File: config.mk
export PLATFORM = sky130hd
export DESIGN_NAME = cpm_core
export DESIGN_NICKNAME = d
export VERILOG_FILES = /design/src/pkg/cpm_pkg.sv /design/src/hdl/cpm_sync.sv /design/src/hdl/cpm_core.sv
export VERILOG_INCLUDE_DIRS = /design/src /design/src/pkg
export SDC_FILE = /design/constraint.sdc
export NUM_CORES = 1
export LEC_CHECK = 0
export BUFFER_PORTS_ARGS = -buffer_cell sky130_fd_sc_hd__buf_2
export CORE_ASPECT_RATIO = 0.7
export CORE_UTILIZATION = 61
export DETAILED_ROUTE_END_ITERATION = 16
export GPL_ROUTABILITY_DRIVEN = 0
export PLACE_DENSITY = 0.85
export SKIP_CTS_REPAIR_TIMING = 1
export SLEW_MARGIN = 20
export SYNTH_ARGS = -nofsm -noshare
export SYNTH_HDL_FRONTEND = slang
export SYNTH_SLANG_ARGS = --single-unit
File: constraint.sdc
create_clock -name clk -period 4.4 [get_ports clk]
set_input_delay 0.88 -clock clk [delete_from_list [all_inputs] [get_ports clk]]
set_output_delay 0.88 -clock clk [all_outputs]
set_load 0.05 [all_outputs]
File: src/pkg/cpm_cfg.svh
// Constants of the processor pin-control block: reset values, test-port codes, counts.
// Assumes inclusion by bare name from the core design file; the package does not include it.
`ifndef CPM_CFG_SVH
`define CPM_CFG_SVH

`define CPM_BUILTIN_SELF_TEST_CYCLES   16'h0040
`define CPM_BUS_IDLE      15'h5ff8
`define CPM_ASYNC_RST     5'h17
`define CPM_TAP_PIN_RST   3'h7
`define CPM_IR_IDCODE     4'h1
`define CPM_IR_BYPASS     4'hf
`define CPM_IR_CAPTURE    4'h1
`define CPM_DR_BYPASS_RST 32'h0000_0000

`endif

File: src/pkg/cpm_pkg.sv
// Types of the processor pin-control block.
// Assumes cpm_cfg.svh is on the include path.
package cpm_pkg;

	typedef enum logic [2:0] {
		SQ_RESET = 3'h0,
		SQ_BUILTIN_SELF_TEST  = 3'h1,
		SQ_RUN   = 3'h3,
		SQ_TRI   = 3'h2,
		SQ_CHK   = 3'h6
	} cpm_seq_e;

	typedef enum logic [3:0] {
		TP_TLR    = 4'hf,
		TP_IDLE   = 4'hc,
		TP_SELDR  = 4'h7,
		TP_CAPDR  = 4'h6,
		TP_SHDR   = 4'h2,
		TP_EX1DR  = 4'h1,
		TP_PAUDR  = 4'h3,
		TP_EX2DR  = 4'h0,
		TP_UPDDR  = 4'h5,
		TP_SELIR  = 4'h4,
		TP_CAPIR  = 4'he,
		TP_SHIR   = 4'ha,
		TP_EX1IR  = 4'h9,
		TP_PAUIR  = 4'hb,
		TP_EX2IR  = 4'h8,
		TP_UPDIR  = 4'hd
	} cpm_tap_e;

	typedef enum logic {
		FILL_SHARED = 1'h0,
		FILL_EXCL   = 1'h1
	} cpm_fill_e;

	typedef struct packed {
		logic       write;
		logic       lock;
		logic       misaligned;
		logic       cache;
		logic       pcd;
		logic       pwt;
		logic [7:0] byte_en;
	} cpm_cyc_s;

	typedef struct packed {
		logic       address_strobe_n;
		logic       wr_not_rd;
		logic [7:0] byte_en_n;
		logic       cache_n;
		logic       lock_n;
		logic       pcd;
		logic       pwt;
		logic       split_cycle_flag;
	} cpm_bus_s;

endpackage

File: src/hdl/cpm_sync.sv
// Two-flop synchroniser for a group of asynchronous pins.
// Assumes clk, synchronous active-low nrst and a clock enable.
`timescale 1ns/1ps
`default_nettype none
module cpm_sync #(
	parameter int         W   = 1,
	parameter logic [W-1:0] RST = '0
) (
	input  wire logic         clk,   // Core clock
	input  wire logic         nrst,  // Sync reset, active low
	input  wire logic         ce,    // Clock enable
	input  wire logic [W-1:0] din,   // Asynchronous pins
	output logic      [W-1:0] dout   // Synchronised copy
);
	logic [W-1:0] meta_ff;
	logic [W-1:0] sync_ff;
	logic [W-1:0] nxt_meta;
	logic [W-1:0] nxt_sync;

	always_comb begin
		nxt_meta = ce ? din : meta_ff;
		nxt_sync = ce ? meta_ff : sync_ff;
	end

	always_ff @(posedge clk) begin
		if (!nrst) begin
			meta_ff <= RST;
			sync_ff <= RST;
		end else begin
			meta_ff <= nxt_meta;
			sync_ff <= nxt_sync;
		end
	end

	assign dout = sync_ff;
endmodule
`default_nettype wire

File: src/hdl/cpm_core.sv
// Pin control of the processor: reset and strap sampling, bus cycle definition pins,
// system management request, test access port and pin floating.
// Assumes bus requests come from core logic on clk; test pins arrive asynchronously.
`include "cpm_cfg.svh"
`timescale 1ns/1ps
`default_nettype none
module cpm_core #(
	parameter logic [15:0] BUILTIN_SELF_TEST_CYCLES = `CPM_BUILTIN_SELF_TEST_CYCLES,
	parameter logic [31:0] IDCODE_VAL  = 32'h0a5a_5001  // Arbitrary value
) (
	input  wire logic              clk,                        // Core clock, 40 MHz
	input  wire logic              nrst,                       // Sync reset, active low
	input  wire logic              ce,                         // Clock enable
	input  wire logic              reset_pin,                  // Device reset pin, high
	input  wire logic              init_pin,                   // Soft init strap, high
	input  wire logic              flush_n,                    // Cache flush strap, low
	input  wire logic              redundancy_check_mode_n,    // Checker strap, low
	input  wire logic              sys_mgmt_irq_n,             // Management request, low
	input  wire logic              hold,                       // Bus hold request
	input  wire logic              bus_backoff_n,              // Backoff, low
	input  wire logic              writeback_not_writethrough, // Fill line policy
	input  wire logic              tck,                        // Test clock pin
	input  wire logic              tms,                        // Test mode select
	input  wire logic              tdi,                        // Test data in
	input  wire logic              trst_n,                     // Test reset, low, async
	input  wire logic              cyc_valid,                  // Core bus cycle request
	input  wire cpm_pkg::cpm_cyc_s cyc_req,                    // Cycle attributes
	input  wire logic              instr_boundary,             // Instruction boundary
	input  wire logic              smm_exit,                   // Resume from mgmt mode
	input  wire logic              internal_fault,             // Internal error detected
	input  wire logic              fill_first_rdy,             // First ready of line fill
	output logic                   cyc_ready,                  // Cycle request taken
	output cpm_pkg::cpm_bus_s      bus_pins,                   // Cycle definition pins
	output logic                   bus_oe_n,                   // Bus pins enable, low
	output logic                   hlda,                       // Hold acknowledge
	output logic                   sys_mgmt_active_n,          // Mgmt mode active, low
	output logic                   misc_oe_n,                  // Status pins enable, low
	output logic                   internal_error_n,           // Internal error, low
	output logic                   tdo,                        // Test data out
	output logic                   tdo_oe_n,                   // TDO enable, low
	output logic                   restart_pulse,              // Execution restart
	output logic                   cache_inval_nowb,           // Invalidate, no write-back
	output logic                   builtin_self_test,          // Self test running
	output logic                   sys_mgmt_mode,              // In management mode
	output cpm_pkg::cpm_fill_e     fill_state,                 // Initial line state
	output logic                   fill_valid,                 // Fill state strobe
	output logic                   tristate_mode,              // Tristate test mode
	output logic                   checker_mode                // Checker mode
);
	logic [4:0] async_s;
	logic [2:0] tap_s;
	logic       reset_s, init_s, flush_s_n, frc_s_n, smi_s_n;
	logic       tck_s, tms_s, tdi_s;

	cpm_sync #(.W(5), .RST(`CPM_ASYNC_RST)) u_sync_async (
		.clk  (clk),
		.nrst (nrst),
		.ce   (ce),
		.din  ({reset_pin, init_pin, flush_n, redundancy_check_mode_n, sys_mgmt_irq_n}),
		.dout (async_s)
	);
	cpm_sync #(.W(3), .RST(`CPM_TAP_PIN_RST)) u_sync_tap (
		.clk  (clk),
		.nrst (nrst),
		.ce   (ce),
		.din  ({tck, tms, tdi}),
		.dout (tap_s)
	);
	assign {reset_s, init_s, flush_s_n, frc_s_n, smi_s_n} = async_s;
	assign {tck_s, tms_s, tdi_s} = tap_s;

	// Sequencer, bus and management state
	cpm_pkg::cpm_seq_e  seq_ff, nxt_seq;
	logic [15:0]        builtin_self_test_cnt_ff, nxt_builtin_self_test_cnt;
	logic               reset_d_ff, nxt_reset_d;
	logic               restart_ff, nxt_restart;
	logic               smi_d_ff, nxt_smi_d;
	logic               pend_ff, nxt_pend;
	logic               smm_ff, nxt_smm;
	cpm_pkg::cpm_bus_s  bus_ff, nxt_bus;
	logic               hlda_ff, nxt_hlda;
	logic               internal_error_n_ff, nxt_internal_error_n;
	cpm_pkg::cpm_fill_e fill_ff, nxt_fill;
	logic               fillv_ff, nxt_fillv;
	logic               reset_fall, smi_fall, smm_enter, float_all, float_bus;

	assign reset_fall = reset_d_ff & ~reset_s;
	assign smi_fall   = smi_d_ff & ~smi_s_n;
	assign float_all  = (seq_ff == cpm_pkg::SQ_TRI) | (seq_ff == cpm_pkg::SQ_CHK);
	assign float_bus  = float_all | hlda_ff | ~bus_backoff_n;
	assign smm_enter  = pend_ff & instr_boundary & ~smm_ff & (seq_ff == cpm_pkg::SQ_RUN);
	assign cyc_ready  = (seq_ff == cpm_pkg::SQ_RUN) & ~float_bus & ~hold;

	always_comb begin
		nxt_seq      = seq_ff;
		nxt_builtin_self_test_cnt = builtin_self_test_cnt_ff;
		nxt_restart  = 1'b0;
		nxt_reset_d  = reset_s;
		nxt_smi_d    = smi_s_n;
		nxt_bus      = bus_ff;
		nxt_bus.address_strobe_n = 1'b1;
		nxt_hlda     = hold & bus_ff.lock_n;
		nxt_internal_error_n     = internal_fault;
		nxt_fill     = fill_ff;
		nxt_fillv    = fill_first_rdy;
		nxt_pend     = smi_fall | (pend_ff & ~smm_enter);
		nxt_smm      = smm_enter | (smm_ff & ~smm_exit);
		case (seq_ff)
			cpm_pkg::SQ_RESET: begin
				if (reset_fall) begin
					if (!flush_s_n) begin
						nxt_seq = cpm_pkg::SQ_TRI;
					end else if (!frc_s_n) begin
						nxt_seq = cpm_pkg::SQ_CHK;
					end else if (init_s) begin
						nxt_seq      = cpm_pkg::SQ_BUILTIN_SELF_TEST;
						nxt_builtin_self_test_cnt = BUILTIN_SELF_TEST_CYCLES;
					end else begin
						nxt_seq     = cpm_pkg::SQ_RUN;
						nxt_restart = 1'b1;
					end
				end
			end
			cpm_pkg::SQ_BUILTIN_SELF_TEST: begin
				nxt_builtin_self_test_cnt = builtin_self_test_cnt_ff - 16'h0001;
				if (builtin_self_test_cnt_ff == 16'h0001) begin
					nxt_seq     = cpm_pkg::SQ_RUN;
					nxt_restart = 1'b1;
				end
			end
			cpm_pkg::SQ_RUN: begin
				if (cyc_valid && cyc_ready) begin
					nxt_bus.address_strobe_n = 1'b0;
					nxt_bus.wr_not_rd        = cyc_req.write;
					nxt_bus.byte_en_n        = ~cyc_req.byte_en;
					nxt_bus.cache_n          = ~cyc_req.cache;
					nxt_bus.lock_n           = ~cyc_req.lock;
					nxt_bus.pcd              = cyc_req.pcd;
					nxt_bus.pwt              = cyc_req.pwt;
					nxt_bus.split_cycle_flag = cyc_req.lock & cyc_req.misaligned;
				end
			end
			cpm_pkg::SQ_TRI, cpm_pkg::SQ_CHK: begin
				nxt_seq = seq_ff;
			end
			default: begin
				nxt_seq = cpm_pkg::SQ_RESET;
			end
		endcase
		if (fill_first_rdy) begin
			nxt_fill = writeback_not_writethrough ? cpm_pkg::FILL_EXCL : cpm_pkg::FILL_SHARED;
		end
		if (reset_s) begin
			nxt_seq  = cpm_pkg::SQ_RESET;
			nxt_bus  = cpm_pkg::cpm_bus_s'(`CPM_BUS_IDLE);
			nxt_pend = 1'b0;
			nxt_smm  = 1'b0;
		end
	end

	always_ff @(posedge clk) begin
		if (!nrst) begin
			seq_ff      <= cpm_pkg::SQ_RESET;
			builtin_self_test_cnt_ff <= 16'h0000;
			reset_d_ff  <= 1'b1;
			restart_ff  <= 1'b0;
			smi_d_ff    <= 1'b1;
			pend_ff     <= 1'b0;
			smm_ff      <= 1'b0;
			bus_ff      <= cpm_pkg::cpm_bus_s'(`CPM_BUS_IDLE);
			hlda_ff     <= 1'b0;
			internal_error_n_ff     <= 1'b0;
			fill_ff     <= cpm_pkg::FILL_SHARED;
			fillv_ff    <= 1'b0;
		end else if (ce) begin
			seq_ff      <= nxt_seq;
			builtin_self_test_cnt_ff <= nxt_builtin_self_test_cnt;
			reset_d_ff  <= nxt_reset_d;
			restart_ff  <= nxt_restart;
			smi_d_ff    <= nxt_smi_d;
			pend_ff     <= nxt_pend;
			smm_ff      <= nxt_smm;
			bus_ff      <= nxt_bus;
			hlda_ff     <= nxt_hlda;
			internal_error_n_ff     <= nxt_internal_error_n;
			fill_ff     <= nxt_fill;
			fillv_ff    <= nxt_fillv;
		end
	end

	assign bus_pins          = bus_ff;
	assign bus_oe_n          = float_bus;
	assign hlda              = hlda_ff;
	assign misc_oe_n         = float_all;
	assign sys_mgmt_active_n = ~smm_ff;
	assign sys_mgmt_mode     = smm_ff;
	assign internal_error_n  = ~internal_error_n_ff;
	assign restart_pulse     = restart_ff;
	assign cache_inval_nowb  = (seq_ff == cpm_pkg::SQ_RESET);
	assign builtin_self_test = (seq_ff == cpm_pkg::SQ_BUILTIN_SELF_TEST);
	assign fill_state        = fill_ff;
	assign fill_valid        = fillv_ff;
	assign tristate_mode     = (seq_ff == cpm_pkg::SQ_TRI);
	assign checker_mode      = (seq_ff == cpm_pkg::SQ_CHK);

	// Test access port, stepped by edges of the synchronised TCK
	cpm_pkg::cpm_tap_e tap_ff, nxt_tap;
	logic [3:0]        ir_ff, nxt_ir, irsh_ff, nxt_irsh;
	logic [31:0]       dr_ff, nxt_dr;
	logic              tck_d_ff, nxt_tck_d, tdo_ff, nxt_tdo, tdoz_ff, nxt_tdoz;
	logic              tck_rise, tck_fall;

	assign tck_rise = ~tck_d_ff & tck_s;
	assign tck_fall = tck_d_ff & ~tck_s;

	always_comb begin
		nxt_tap   = tap_ff;
		nxt_ir    = ir_ff;
		nxt_irsh  = irsh_ff;
		nxt_dr    = dr_ff;
		nxt_tdo   = tdo_ff;
		nxt_tdoz  = tdoz_ff;
		nxt_tck_d = tck_s;
		if (tck_rise) begin
			case (tap_ff)
				cpm_pkg::TP_TLR:   nxt_tap = tms_s ? cpm_pkg::TP_TLR   : cpm_pkg::TP_IDLE;
				cpm_pkg::TP_IDLE:  nxt_tap = tms_s ? cpm_pkg::TP_SELDR : cpm_pkg::TP_IDLE;
				cpm_pkg::TP_SELDR: nxt_tap = tms_s ? cpm_pkg::TP_SELIR : cpm_pkg::TP_CAPDR;
				cpm_pkg::TP_CAPDR: nxt_tap = tms_s ? cpm_pkg::TP_EX1DR : cpm_pkg::TP_SHDR;
				cpm_pkg::TP_SHDR:  nxt_tap = tms_s ? cpm_pkg::TP_EX1DR : cpm_pkg::TP_SHDR;
				cpm_pkg::TP_EX1DR: nxt_tap = tms_s ? cpm_pkg::TP_UPDDR : cpm_pkg::TP_PAUDR;
				cpm_pkg::TP_PAUDR: nxt_tap = tms_s ? cpm_pkg::TP_EX2DR : cpm_pkg::TP_PAUDR;
				cpm_pkg::TP_EX2DR: nxt_tap = tms_s ? cpm_pkg::TP_UPDDR : cpm_pkg::TP_SHDR;
				cpm_pkg::TP_UPDDR: nxt_tap = tms_s ? cpm_pkg::TP_SELDR : cpm_pkg::TP_IDLE;
				cpm_pkg::TP_SELIR: nxt_tap = tms_s ? cpm_pkg::TP_TLR   : cpm_pkg::TP_CAPIR;
				cpm_pkg::TP_CAPIR: nxt_tap = tms_s ? cpm_pkg::TP_EX1IR : cpm_pkg::TP_SHIR;
				cpm_pkg::TP_SHIR:  nxt_tap = tms_s ? cpm_pkg::TP_EX1IR : cpm_pkg::TP_SHIR;
				cpm_pkg::TP_EX1IR: nxt_tap = tms_s ? cpm_pkg::TP_UPDIR : cpm_pkg::TP_PAUIR;
				cpm_pkg::TP_PAUIR: nxt_tap = tms_s ? cpm_pkg::TP_EX2IR : cpm_pkg::TP_PAUIR;
				cpm_pkg::TP_EX2IR: nxt_tap = tms_s ? cpm_pkg::TP_UPDIR : cpm_pkg::TP_SHIR;
				cpm_pkg::TP_UPDIR: nxt_tap = tms_s ? cpm_pkg::TP_SELDR : cpm_pkg::TP_IDLE;
				default:           nxt_tap = cpm_pkg::TP_TLR;
			endcase
			case (tap_ff)
				cpm_pkg::TP_TLR:   nxt_ir   = `CPM_IR_IDCODE;
				cpm_pkg::TP_CAPIR: nxt_irsh = `CPM_IR_CAPTURE;
				cpm_pkg::TP_SHIR:  nxt_irsh = {tdi_s, irsh_ff[3:1]};
				cpm_pkg::TP_UPDIR: nxt_ir   = irsh_ff;
				cpm_pkg::TP_CAPDR: nxt_dr   = (ir_ff == `CPM_IR_IDCODE) ? IDCODE_VAL
				                                                       : `CPM_DR_BYPASS_RST;
				cpm_pkg::TP_SHDR: begin
					if (ir_ff == `CPM_IR_IDCODE) begin
						nxt_dr = {tdi_s, dr_ff[31:1]};
					end else begin
						nxt_dr = {dr_ff[31:1], tdi_s};             // Bypass is one bit long
					end
				end
				default: nxt_dr = dr_ff;
			endcase
		end
		if (tck_fall) begin
			nxt_tdoz = 1'b1;
			if (tap_ff == cpm_pkg::TP_SHIR) begin
				nxt_tdo  = irsh_ff[0];
				nxt_tdoz = 1'b0;
			end else if (tap_ff == cpm_pkg::TP_SHDR) begin
				nxt_tdo  = dr_ff[0];
				nxt_tdoz = 1'b0;
			end
		end
	end

	// TRST reaches the controller with no clock needed; constants only
	always_ff @(posedge clk or negedge trst_n) begin
		if (!trst_n) begin
			tap_ff   <= cpm_pkg::TP_TLR;
			ir_ff    <= `CPM_IR_IDCODE;
			irsh_ff  <= 4'h0;
			dr_ff    <= 32'h0000_0000;
			tck_d_ff <= 1'b1;
			tdo_ff   <= 1'b0;
			tdoz_ff  <= 1'b1;
		end else if (!nrst) begin
			tap_ff   <= cpm_pkg::TP_TLR;
			ir_ff    <= `CPM_IR_IDCODE;
			irsh_ff  <= 4'h0;
			dr_ff    <= 32'h0000_0000;
			tck_d_ff <= 1'b1;
			tdo_ff   <= 1'b0;
			tdoz_ff  <= 1'b1;
		end else if (ce) begin
			tap_ff   <= nxt_tap;
			ir_ff    <= nxt_ir;
			irsh_ff  <= nxt_irsh;
			dr_ff    <= nxt_dr;
			tck_d_ff <= nxt_tck_d;
			tdo_ff   <= nxt_tdo;
			tdoz_ff  <= nxt_tdoz;
		end
	end

	// TDO keeps driving in test modes; scan must work there
	assign tdo      = tdo_ff;
	assign tdo_oe_n = tdoz_ff;
endmodule
`default_nettype wire

# --- Yosys cells after proc, flatten, opt, wreduce, memory -nomap -nowiden ---
# Cells that the tools add are included.
classes:
  bitwise: 32
  n_addsub: 1
  n_reduce_logical: 21
  n_mux: 66
  eq_ne: 36
ops:
  columns: ["operator", "n"]
  rows:
  - ["two-way mux 32 bit", 4]
  - ["two-way mux 16 bit", 4]
  - ["case mux 32 bit (2 select lines)", 1]
  - ["case mux 4 bit (12 select lines)", 1]
  - ["two-way mux 15 bit", 3]
  - ["two-way mux 4 bit", 10]
  - ["== test 4 bit (second input constant)", 8]
  - ["case mux 16 bit (2 select lines)", 1]
  - ["two-way mux 28 bit", 1]
  - ["two-way mux 3 bit", 9]
  - ["two-way mux 1 bit", 21]
  - ["!= test 3 x 1 -> 1 bit (second input constant)", 6]
  - ["== test 16 x 1 -> 1 bit (second input constant)", 1]
  - ["== test 4 x 3 -> 1 bit (second input constant)", 4]
  - ["!= test 2 x 1 -> 1 bit (second input constant)", 8]
  - ["case mux 4 bit (2 select lines)", 2]
  - ["subtractor 16 x 1 -> 16 bit (second input constant)", 1]
  - ["AND reduction 3 bit", 5]
  - ["two-way mux 2 bit", 7]
  - ["bitwise AND 1 bit", 13]
  - ["inverter 1 bit", 13]
  - ["case mux 3 bit (3 select lines)", 1]
  - ["== test 4 x 1 -> 1 bit (second input constant)", 2]
  - ["== test 4 x 2 -> 1 bit (second input constant)", 2]
  - ["16 further kinds", 28]
totals:
  elab_cells: 187
  inputBits: 34
  reg_bits: 106

# --- Depth between registers and ports, before layout ---
# Gate-level depths: netlist of run 1.
depth:
  depth_word: 11
  mapped_depth: 7
  depth_no_buf: 6

# --- Hierarchy ---
# Synthesis of run 1 repeated with hierarchy kept, for this count alone.
unflattened:
  cells_unflattened: 475
  hier_area_um2: 4705.8
by_module_without_submodules:
  columns: ["module", "area_each_um2", "n_inst", "cells_per_inst", "seq_area_each_um2"]
  rows:
  - ["cpm_core", 4134.0, 1, 424, 2045.7]
  - ["cpm_sync (u_sync_async)", 357.8, 1, 32, 200.2]
  - ["cpm_sync (u_sync_tap)", 214.0, 1, 19, 120.1]

# --- Worst setup path before layout of run 1 ---
# Ideal clock, no wire load.
synth_timing:
  path_kind: "register to output"
  start: "register seq_ff[0]"
  end: "output port builtin_self_test"
  t_required_ns: 3.520
  setup_slack_ns: 1.630
  t_arrival_ns: 1.890
  stages_incl_launch_ff: 3
  path_buffers: 1
  path_cell_list: "dfxtp_1 -> clkbuf_1 -> nor3b_1"
synth_via:
  elab_chain_cells: 1
synth_lines:
  columns: ["element", "line_no", "text"]
  rows:
  - ["start, declared", "cpm_core.sv:73", "cpm_pkg::cpm_seq_e seq_ff, nxt_seq;"]
  - ["start signal, assigned", "cpm_core.sv:163", "seq_ff <= cpm_pkg::SQ_RESET;"]
  - ["start signal, assigned", "cpm_core.sv:176", "seq_ff <= nxt_seq;"]
  - ["== test 3 x 1 -> 1 bit", "cpm_core.sv:200", "assign builtin_self_test = (seq_ff == cpm_pkg::SQ_BUILTIN_SELF_TEST);"]
  - ["end, declared", "cpm_core.sv:43", "output logic builtin_self_test,"]
# No other way between the ends.

# --- Worst setup path after layout of run 1 ---
layout_timing:
  start: "input port hold"
  end: "output port cyc_ready"
layout_via:
  elab_chain_cells: 2
layout_lines:
  columns: ["element", "line_no", "text"]
  rows:
  - ["start, declared", "cpm_core.sv:19", "input wire logic hold,"]
  - ["inverter 1 bit", "cpm_core.sv:92", "assign cyc_ready = (seq_ff == cpm_pkg::SQ_RUN) & ~float_bus & ~hold;"]
  - ["bitwise AND 1 bit", "cpm_core.sv:92", null]
  - ["end, declared", "cpm_core.sv:32", "output logic cyc_ready,"]
# No other way between the ends.

==> impl_metrics.json, run 1 <==
{
  "outcome": "complete, no violations",
  "holdWs_ns": 0.466,
  "area_delta_synth_final_pct": 11.9,
  "dp_hpwl_mm": 6.91,
  "cts_sinks": 106,
  "fin_tns_setup_ns": 0,
  "fmax_mhz": 377,
  "p_per_area_nw_per_um2": 350,
  "critPathLaunch": "hold",
  "routedWlPerCell_um": 16.0,
  "die_w_um": 107,
  "drive_gt1_frac": 0.198,
  "synthArstFlopShare": 0.443,
  "worstHoldStart": "fill_state$_SDFFE_PN0P_",
  "synth_ff_type": "dfxtp_1",
  "crit_path_start_kind": "primary input",
  "synth_cell_types": 54,
  "initialDrtViolationCount": 243,
  "grt_usage": 0.259,
  "grt_pass1_vias": 3339,
  "hold_viol_final": 0,
  "cts_buffers": 9,
  "hp-class": "flip-flop to flip-flop",
  "final_max_slew_viol_count": 0,
  "insertion_delay_ns": 0.38,
  "grt_start_max_net_pins": 48,
  "vias": 3741,
  "worstSetupPathType": "primary input to output port",
  "end_kind": "output port",
  "placed_area_um2": 5020,
  "synth_nets": 519,
  "r2r-start": "ir_ff[0]$_DFFE_PN1P_",
  "arrival_ns": 1.77,
  "die_h_um": 75.2,
  "synth.avg_cell_area_um2": 9.68,
  "leakagePower_nw": 2.42,
  "clk_pin_slew_ns": 0.09,
  "maxCapViolations": 0,
  "yosysWarnings": 0,
  "diodes": 0,
  "fin_crit_ns": 2.65,
  "setup-violations-final": 0,
  "dieArea_um2": 8020,
  "drt-vias-per-instance": 5.91,
  "portBuffers": 64,
  "slew_headroom": 0.381,
  "postSynthCellCount": 483,
  "skew_ns": 0.0102,
  "drc_errors": 0,
  "synth_edf_count": 0,
  "synth-seq-cells": 106,
  "initial_core_util": 0.636,
  "syn_area_um2": 4670,
  "grt_overflow": 0,
  "core-area_um2": 7350,
  "crit_fanout": 4,
  "ios": 65,
  "design_area_um2": 5230,
  "rows": 26,
  "layout.nets": 566,
  "rsz0062_at_grt": "no",
  "root_buffer": "clkbuf_8",
  "seq_area_frac_synth": 0.506,
  "antenna_left": 0,
  "routed_wl_mm": 10.1,
  "ir_drop_mv": 0.214,
  "worst_ep_required_time_ns": 3.52,
  "num-fill-cells": 548,
  "tritoncts": "built",
  "finalCritPeriodShare": 0.603,
  "grt_antenna_before_repair": 0,
  "h-tree-depth": 3,
  "tightest_slew_ns": 0.915,
  "drt_first_pass_iters": 6,
  "clockBufferDepth": 2,
  "grt_pass1_wl_mm": 16.0
}
## registers in the layout, indices dropped and copies added, names as in the netlist
register / cells
builtin_self_test_cnt_ff: 16
bus_pins: 15
dr_ff: 32
fill_state: 1
fill_valid: 1
hlda: 1
internal_error_n_ff: 1
ir_ff: 4
irsh_ff: 4
pend_ff: 1
reset_d_ff: 1
restart_pulse: 1
seq_ff: 3
smi_d_ff: 1
sys_mgmt_mode: 1
tap_ff: 4
tck_d_ff: 1
tdo: 1
tdo_oe_n: 1
u_sync_async.dout: 5
u_sync_async.meta_ff: 5
u_sync_tap.dout: 3
u_sync_tap.meta_ff: 3
## critical path, stage by stage
cell and delay, ns:
buf_2 0.11, nor3b_1 0.34, and2_1 0.19, buf_2 0.26
## cells in the mapped netlist, types with 3 or more instances
master	n	area share
dfxtp_1	59	0.25
nand2_1	45	0.036
dfrtp_1	40	0.21
mux2i_1	37	0.079
inv_1	33	0.027
a21oi_1	25	0.027
nor2_1	25	0.020
a22o_1	22	0.041
clkbuf_1	22	0.018
o21ai_0	21	0.022
o221ai_1	11	0.021
or3_1	10	0.013
nor2b_1	9	0.012
o31ai_1	9	0.014
or4_1	9	0.014
nand3_1	8	0.0086
buf_2	7	0.0075
dfstp_2	7	0.039
nor3_1	7	0.0075
nand2b_1	6	0.0080
and2_1	4	0.0054
buf_1	4	0.0032
nand3b_1	4	0.0064
nor3b_1	4	0.0064
nor4_1	4	0.0054
o211ai_1	4	0.0064
or2_2	4	0.0054
a211oi_1	3	0.0048
and3_1	3	0.0040
nand4_1	3	0.0040
## layout make-up
| cell class | count | area (um^2) | area share |
|---|---|---|---|
| inverters | 34 | 128 | 0.0244 |
| multi-input cells | 310 | 2050 | 0.392 |
| repair buffers | 69 | 360 | 0.0689 |
| well taps | 98 | 123 | 0.0234 |
| clock buffers | 10 | 138 | 0.0263 |
| clock inverters | 6 | 65.1 | 0.0124 |
| flip-flops and latches | 106 | 2370 | 0.452 |
## worst paths after layout
kind	endpoint	depth (start not counted)	slack, ns
setup / recovery	cyc_ready	4	1.75
hold / removal	fill_state$_SDFFE_PN0P_	2	0.47
setup reg to reg	dr_ff[31]$_DFFE_PN0P_	4	2.11
hold reg to reg	fill_state$_SDFFE_PN0P_	2	0.47
max in group asynchronous	dr_ff[22]$_DFFE_PN0P_	1	3.53
min in group asynchronous	dr_ff[9]$_DFFE_PN0P_	1	0.49
## cells in the final DEF, fill, tap and decap left out, types with 3 or more instances in the layout
| cell type | synthesis | layout |
|---|---|---|
| nand3_1 | 8 | 8 |
| nand3b_1 | 4 | 4 |
| nand2b_1 | 6 | 6 |
| or3_1 | 10 | 10 |
| nor2_1 | 25 | 25 |
| nor3_1 | 7 | 7 |
| a21oi_1 | 25 | 24 |
| nor3b_1 | 4 | 4 |
| a22o_1 | 22 | 22 |
| a211oi_1 | 3 | 3 |
| o21ai_0 | 21 | 21 |
| dfrtp_1 | 40 | 40 |
| clkbuf_8 | 0 | 10 |
| or4_1 | 9 | 9 |
| or2_2 | 4 | 4 |
| buf_4 | 0 | 6 |
| and3_1 | 3 | 3 |
| mux2i_1 | 37 | 37 |
| o31ai_1 | 9 | 9 |
| nor2b_1 | 9 | 9 |
| dfxtp_1 | 59 | 59 |
| inv_1 | 33 | 33 |
| nand2_1 | 45 | 45 |
| o211ai_1 | 4 | 4 |
| and2_1 | 4 | 4 |
| buf_2 | 7 | 63 |
| nand4_1 | 3 | 3 |
| nor4_1 | 4 | 4 |
| dfstp_2 | 7 | 7 |
| o221ai_1 | 11 | 11 |
## layer usage
layer  track usage  wire (um)
met5             0          0
met4         0.116        176
met3        0.0589        628
met2         0.399       4430
met1         0.356       4880
## report_power, final
| part | internal [mW] | total (mW) | switching [mW] |
|---|---|---|---|
| logic | 0.0655 | 0.197 | 0.132 |
| clock network | 0.279 | 0.609 | 0.330 |
| registers | 0.998 | 1.03 | 0.0280 |
| total | 1.34 | 1.83 | 0.489 |
## per-stage QoR
step	power [mW]	cells	setup slack, ns	util
3_5_place_dp	1.24	617	1.44	0.683
4_1_cts	1.84	633	1.75	0.711
6_report	1.83	633	1.75	0.712
3_3_place_gp	1.23	617	1.52	0.683
5_1_grt	1.90	633	1.66	0.712
2_1_floorplan	1.18	483	1.63	-
## cell families (layout without fill, tap and decap cells)
kind of cell	after synthesis	count (layout)	synth area share
AO/OA/AOI/OAI	111	111	0.166
XOR/XNOR	1	1	0.00187
adder cells (fa/ha/maj)	2	2	0.00535
buffers and inverters	67	119	0.0557
flip-flops	106	106	0.506
multiplexers	39	39	0.0841
AND/OR/NAND/NOR	157	157	0.181
Note: power is estimated with default switching activity, not from simulation.
==> run 2, diff against run 1 <==
ABC_AREA = 1   (was unset)
CORE_UTILIZATION = 52   (was 61)
PLACE_DENSITY = 0.77   (was 0.85)
clock period = 2.15 ns   (was 4.4 ns; I/O delays follow)
==> run 2 against run 1 <==
Net effect: cell count is 28% higher; highest routed layer unchanged; combinational power increased by 140%; setup slack worse by 1.6 ns; non-clock buffer count is 5 higher; critical path type is now flip-flop to output port; largest cell class unchanged; clock skew hardly changed; global-route usage decreased by 2.1 points; sequential power rose by 100%.
==> impl_metrics.json, run 2 <==
{
  "critical_path.n_buffers_inverters": 2,
  "die_h_um": 83.0,
  "synth.largest_area_cell": "dfxtp_1",
  "synthTopCellsByArea": "dfxtp_1 (24%), dfrtp_1 (21%), nand2_1 (9.4%)",
  "leakagePower_nw": 2.74,
  "dieArea_um2": 9780,
  "grt.met2_usage": 0.325,
  "yosysTopAreaCellShare": 0.242,
  "seq_area_um2": 2370,
  "yosysWarnings": 0,
  "layout_setup_ws_ns": 0.147,
  "fin_tns_setup_ns": 0,
  "crit_fanout": 5,
  "drt-vias-per-instance": 5.27,
  "dp_slack_ns": 0.256,
  "synth_common_cells": "nand2_1 (122), inv_1 (80), nor2_1 (79)",
  "design_area_um2": 5630,
  "final_max_slew_viol_count": 0,
  "synth_simple_gate_area_frac": 0.249,
  "syn_area_um2": 4880,
  "drt_first_pass_iters": 5,
  "ios": 65,
  "postSynthCellCount": 614,
  "area_delta_synth_final_pct": 15.4,
  "rows": 29,
  "clockBufferDepth": 2,
  "grt_pass1_vias": 3860,
  "crit_path_max_incr_delay_ns": 0.42,
  "finalCritPeriodShare": 0.931,
  "top_register": "dr_ff",
  "initial_core_util": 0.538,
  "num-fill-cells": 807,
  "initialDrtViolationCount": 414,
  "hold_viol_final": 0,
  "portBuffers": 64,
  "synthAdderAreaFrac": 0.00513,
  "grt_start_max_net_pins": 30,
  "arrival_ns": 1.57,
  "outcome": "complete, no violations",
  "largest_register_ffs": 32,
  "worstSetupPathType": "flip-flop to output port",
  "layout.nets": 716,
  "root_buffer": "clkbuf_16",
  "grt_use_met1": 0.368,
  "die_w_um": 118,
  "slew_headroom": 0.580,
  "vias": 4266,
  "final_cell_mix": "nand2_1 (122), inv_1 (80), nor2_1 (78)",
  "dpl.cell_count": 793,
  "synth_most_common_cell": "nand2_1",
  "synth-seq-cells": 106,
  "p_per_area_nw_per_um2": 762,
  "met3_usage": 0.0721,
  "maxCapViolations": 0,
  "synth_edf_count": 0,
  "synth_nets": 650,
  "core-area_um2": 9070,
  "placed_area_um2": 5320,
  "synth_compound_area_frac": 0.168,
  "diodes": 0,
  "grt_pass1_wl_mm": 19.0,
  "holdWs_ns": 0.0927,
  "synth_top_family_by_area": "simple AND/OR/NAND/NOR gates",
  "h-tree-depth": 3,
  "grt_usage": 0.238,
  "crit_path_start_kind": "flip-flop",
  "cts_sinks": 106,
  "ir_drop_mv": 0.448,
  "insertion_delay_ns": 0.35,
  "cts_buffers": 9,
  "routedWlPerCell_um": 13.8,
  "routed_wl_mm": 11.2,
  "path_cells": "nor2_2 -> nor2_1 -> inv_1 -> nor3_4 -> clkbuf_4",
  "synth_mux_area_frac": 0,
  "final_common_cell": "nand2_1",
  "synth_cell_types": 43,
  "hp-class": "primary input to async pin",
  "rsz0062_at_grt": "no",
  "antenna_left": 0,
  "rrSetupSlack_ns": 0.41,
  "worst_ep_required_time_ns": 1.72,
  "clk_pin_slew_ns": 0.07,
  "skew_ns": 0.0102,
  "end_kind": "output port",
  "synth_ff_type": "dfxtp_1",
  "fmax_mhz": 499,
  "grt_antenna_before_repair": 0,
  "cp_slowest_cell": "dfxtp_1",
  "drive_gt1_frac": 0.184,
  "fin_crit_ns": 2.00,
  "synth.avg_cell_area_um2": 7.95,
  "grt_overflow": 0,
  "seq_area_frac_synth": 0.485,
  "drc_errors": 0,
  "path_delay_family": "flip-flops",
  "busiest_layer": "met1",
  "tritoncts": "built",
  "stdcell_count": 809,
  "synthArstFlopShare": 0.443,
  "synth-xor-area-share": 0,
  "tightest_slew_ns": 0.630,
  "multi_input_area_um2": 2070,
  "setup-violations-final": 0,
  "dp_hpwl_mm": 7.99
}
[run 2: changes by cell type in the layout (fill, tap and decap cells not counted), moves of 10 or more]
cell      before  now
nand2_1       45  122
clkbuf_8      10    0
o221ai_1      11    1
a22o_1        22    0
inv_1         33   80
or3_1         10    0
o22ai_2        0   10
o21ai_0       21   45
nor2_1        25   78
o21ai_1        0   12
nand3_1        8   30
mux2i_1       37    0
[run 2: worst register-to-register path, cell delays in order, from the launching register on]
cell,delay (ns)
dfstp_2,0.67
nand2_1,0.12
inv_1,0.07
nand3_1,0.16
inv_1,0.13
nor2_1,0.04
nor2_1,0.28
nor2_1,0.07
a21oi_1,0.13
[run 2: logic make-up (layout without fill, tap and decap cells)]
kind of cell,count (synthesis),in the layout
simple gates,271,271
compound gates,130,130
flops,106,106
buf+inv,105,176
fa+ha+maj,2,2
[run 2: metal layers]
metal | wire (um) | share of wire
met5 | 0 | 0
met4 | 87 | 0.0078
met3 | 776 | 0.069
met2 | 4570 | 0.41
met1 | 5750 | 0.51
[run 2: final timing paths]
| path | startpoint | endpoint | cells after the start |
|---|---|---|---|
| max | seq_ff[0]$_SDFFE_PN0P_ | cyc_ready | 5 |
| min | trst_n | dr_ff[0]$_DFFE_PN0P_ | 1 |
| max reg2reg | tap_ff[2]$_DFFE_PN1P_ | ir_ff[0]$_DFFE_PN1P_ | 8 |
| min reg2reg | u_sync_async.meta_ff[4]$_SDFFE_PN1P_ | u_sync_async.meta_ff[4]$_SDFFE_PN1P_ | 2 |
| max in group asynchronous | trst_n | tck_d_ff$_DFFE_PN1P_ | 2 |
| min in group clk | cyc_req[0] | bus_pins[5]$_SDFFE_PN1P_ | 2 |
[run 2: area by class of cell]
| type | instances | share of cell area |
|---|---|---|
| multi-input cells | 403 | 0.368 |
| clock buffers | 11 | 0.0413 |
| inverters | 86 | 0.0582 |
| flip-flops and latches | 106 | 0.420 |
| well taps | 124 | 0.0275 |
| repair buffers | 74 | 0.0707 |
| clock inverters | 5 | 0.0138 |
[run 2: through the flow]
| step | util | power, mW |
|---|---|---|
| 2_1_floorplan | - | 2.45 |
| 3_3_place_gp | 0.586 | 2.57 |
| 3_5_place_dp | 0.586 | 2.59 |
| 4_1_cts | 0.621 | 4.31 |
| 5_1_grt | 0.621 | 4.47 |
| 6_report | 0.621 | 4.29 |
[run 2: power breakdown]
group          internal, mW  switching [mW]  leakage (nW)  total [mW]
clock                  1.02           0.713         0.152        1.73
sequential             2.05          0.0452          1.10        2.09
combinational         0.133           0.331          1.49       0.464
total                  3.20            1.09          2.74        4.29
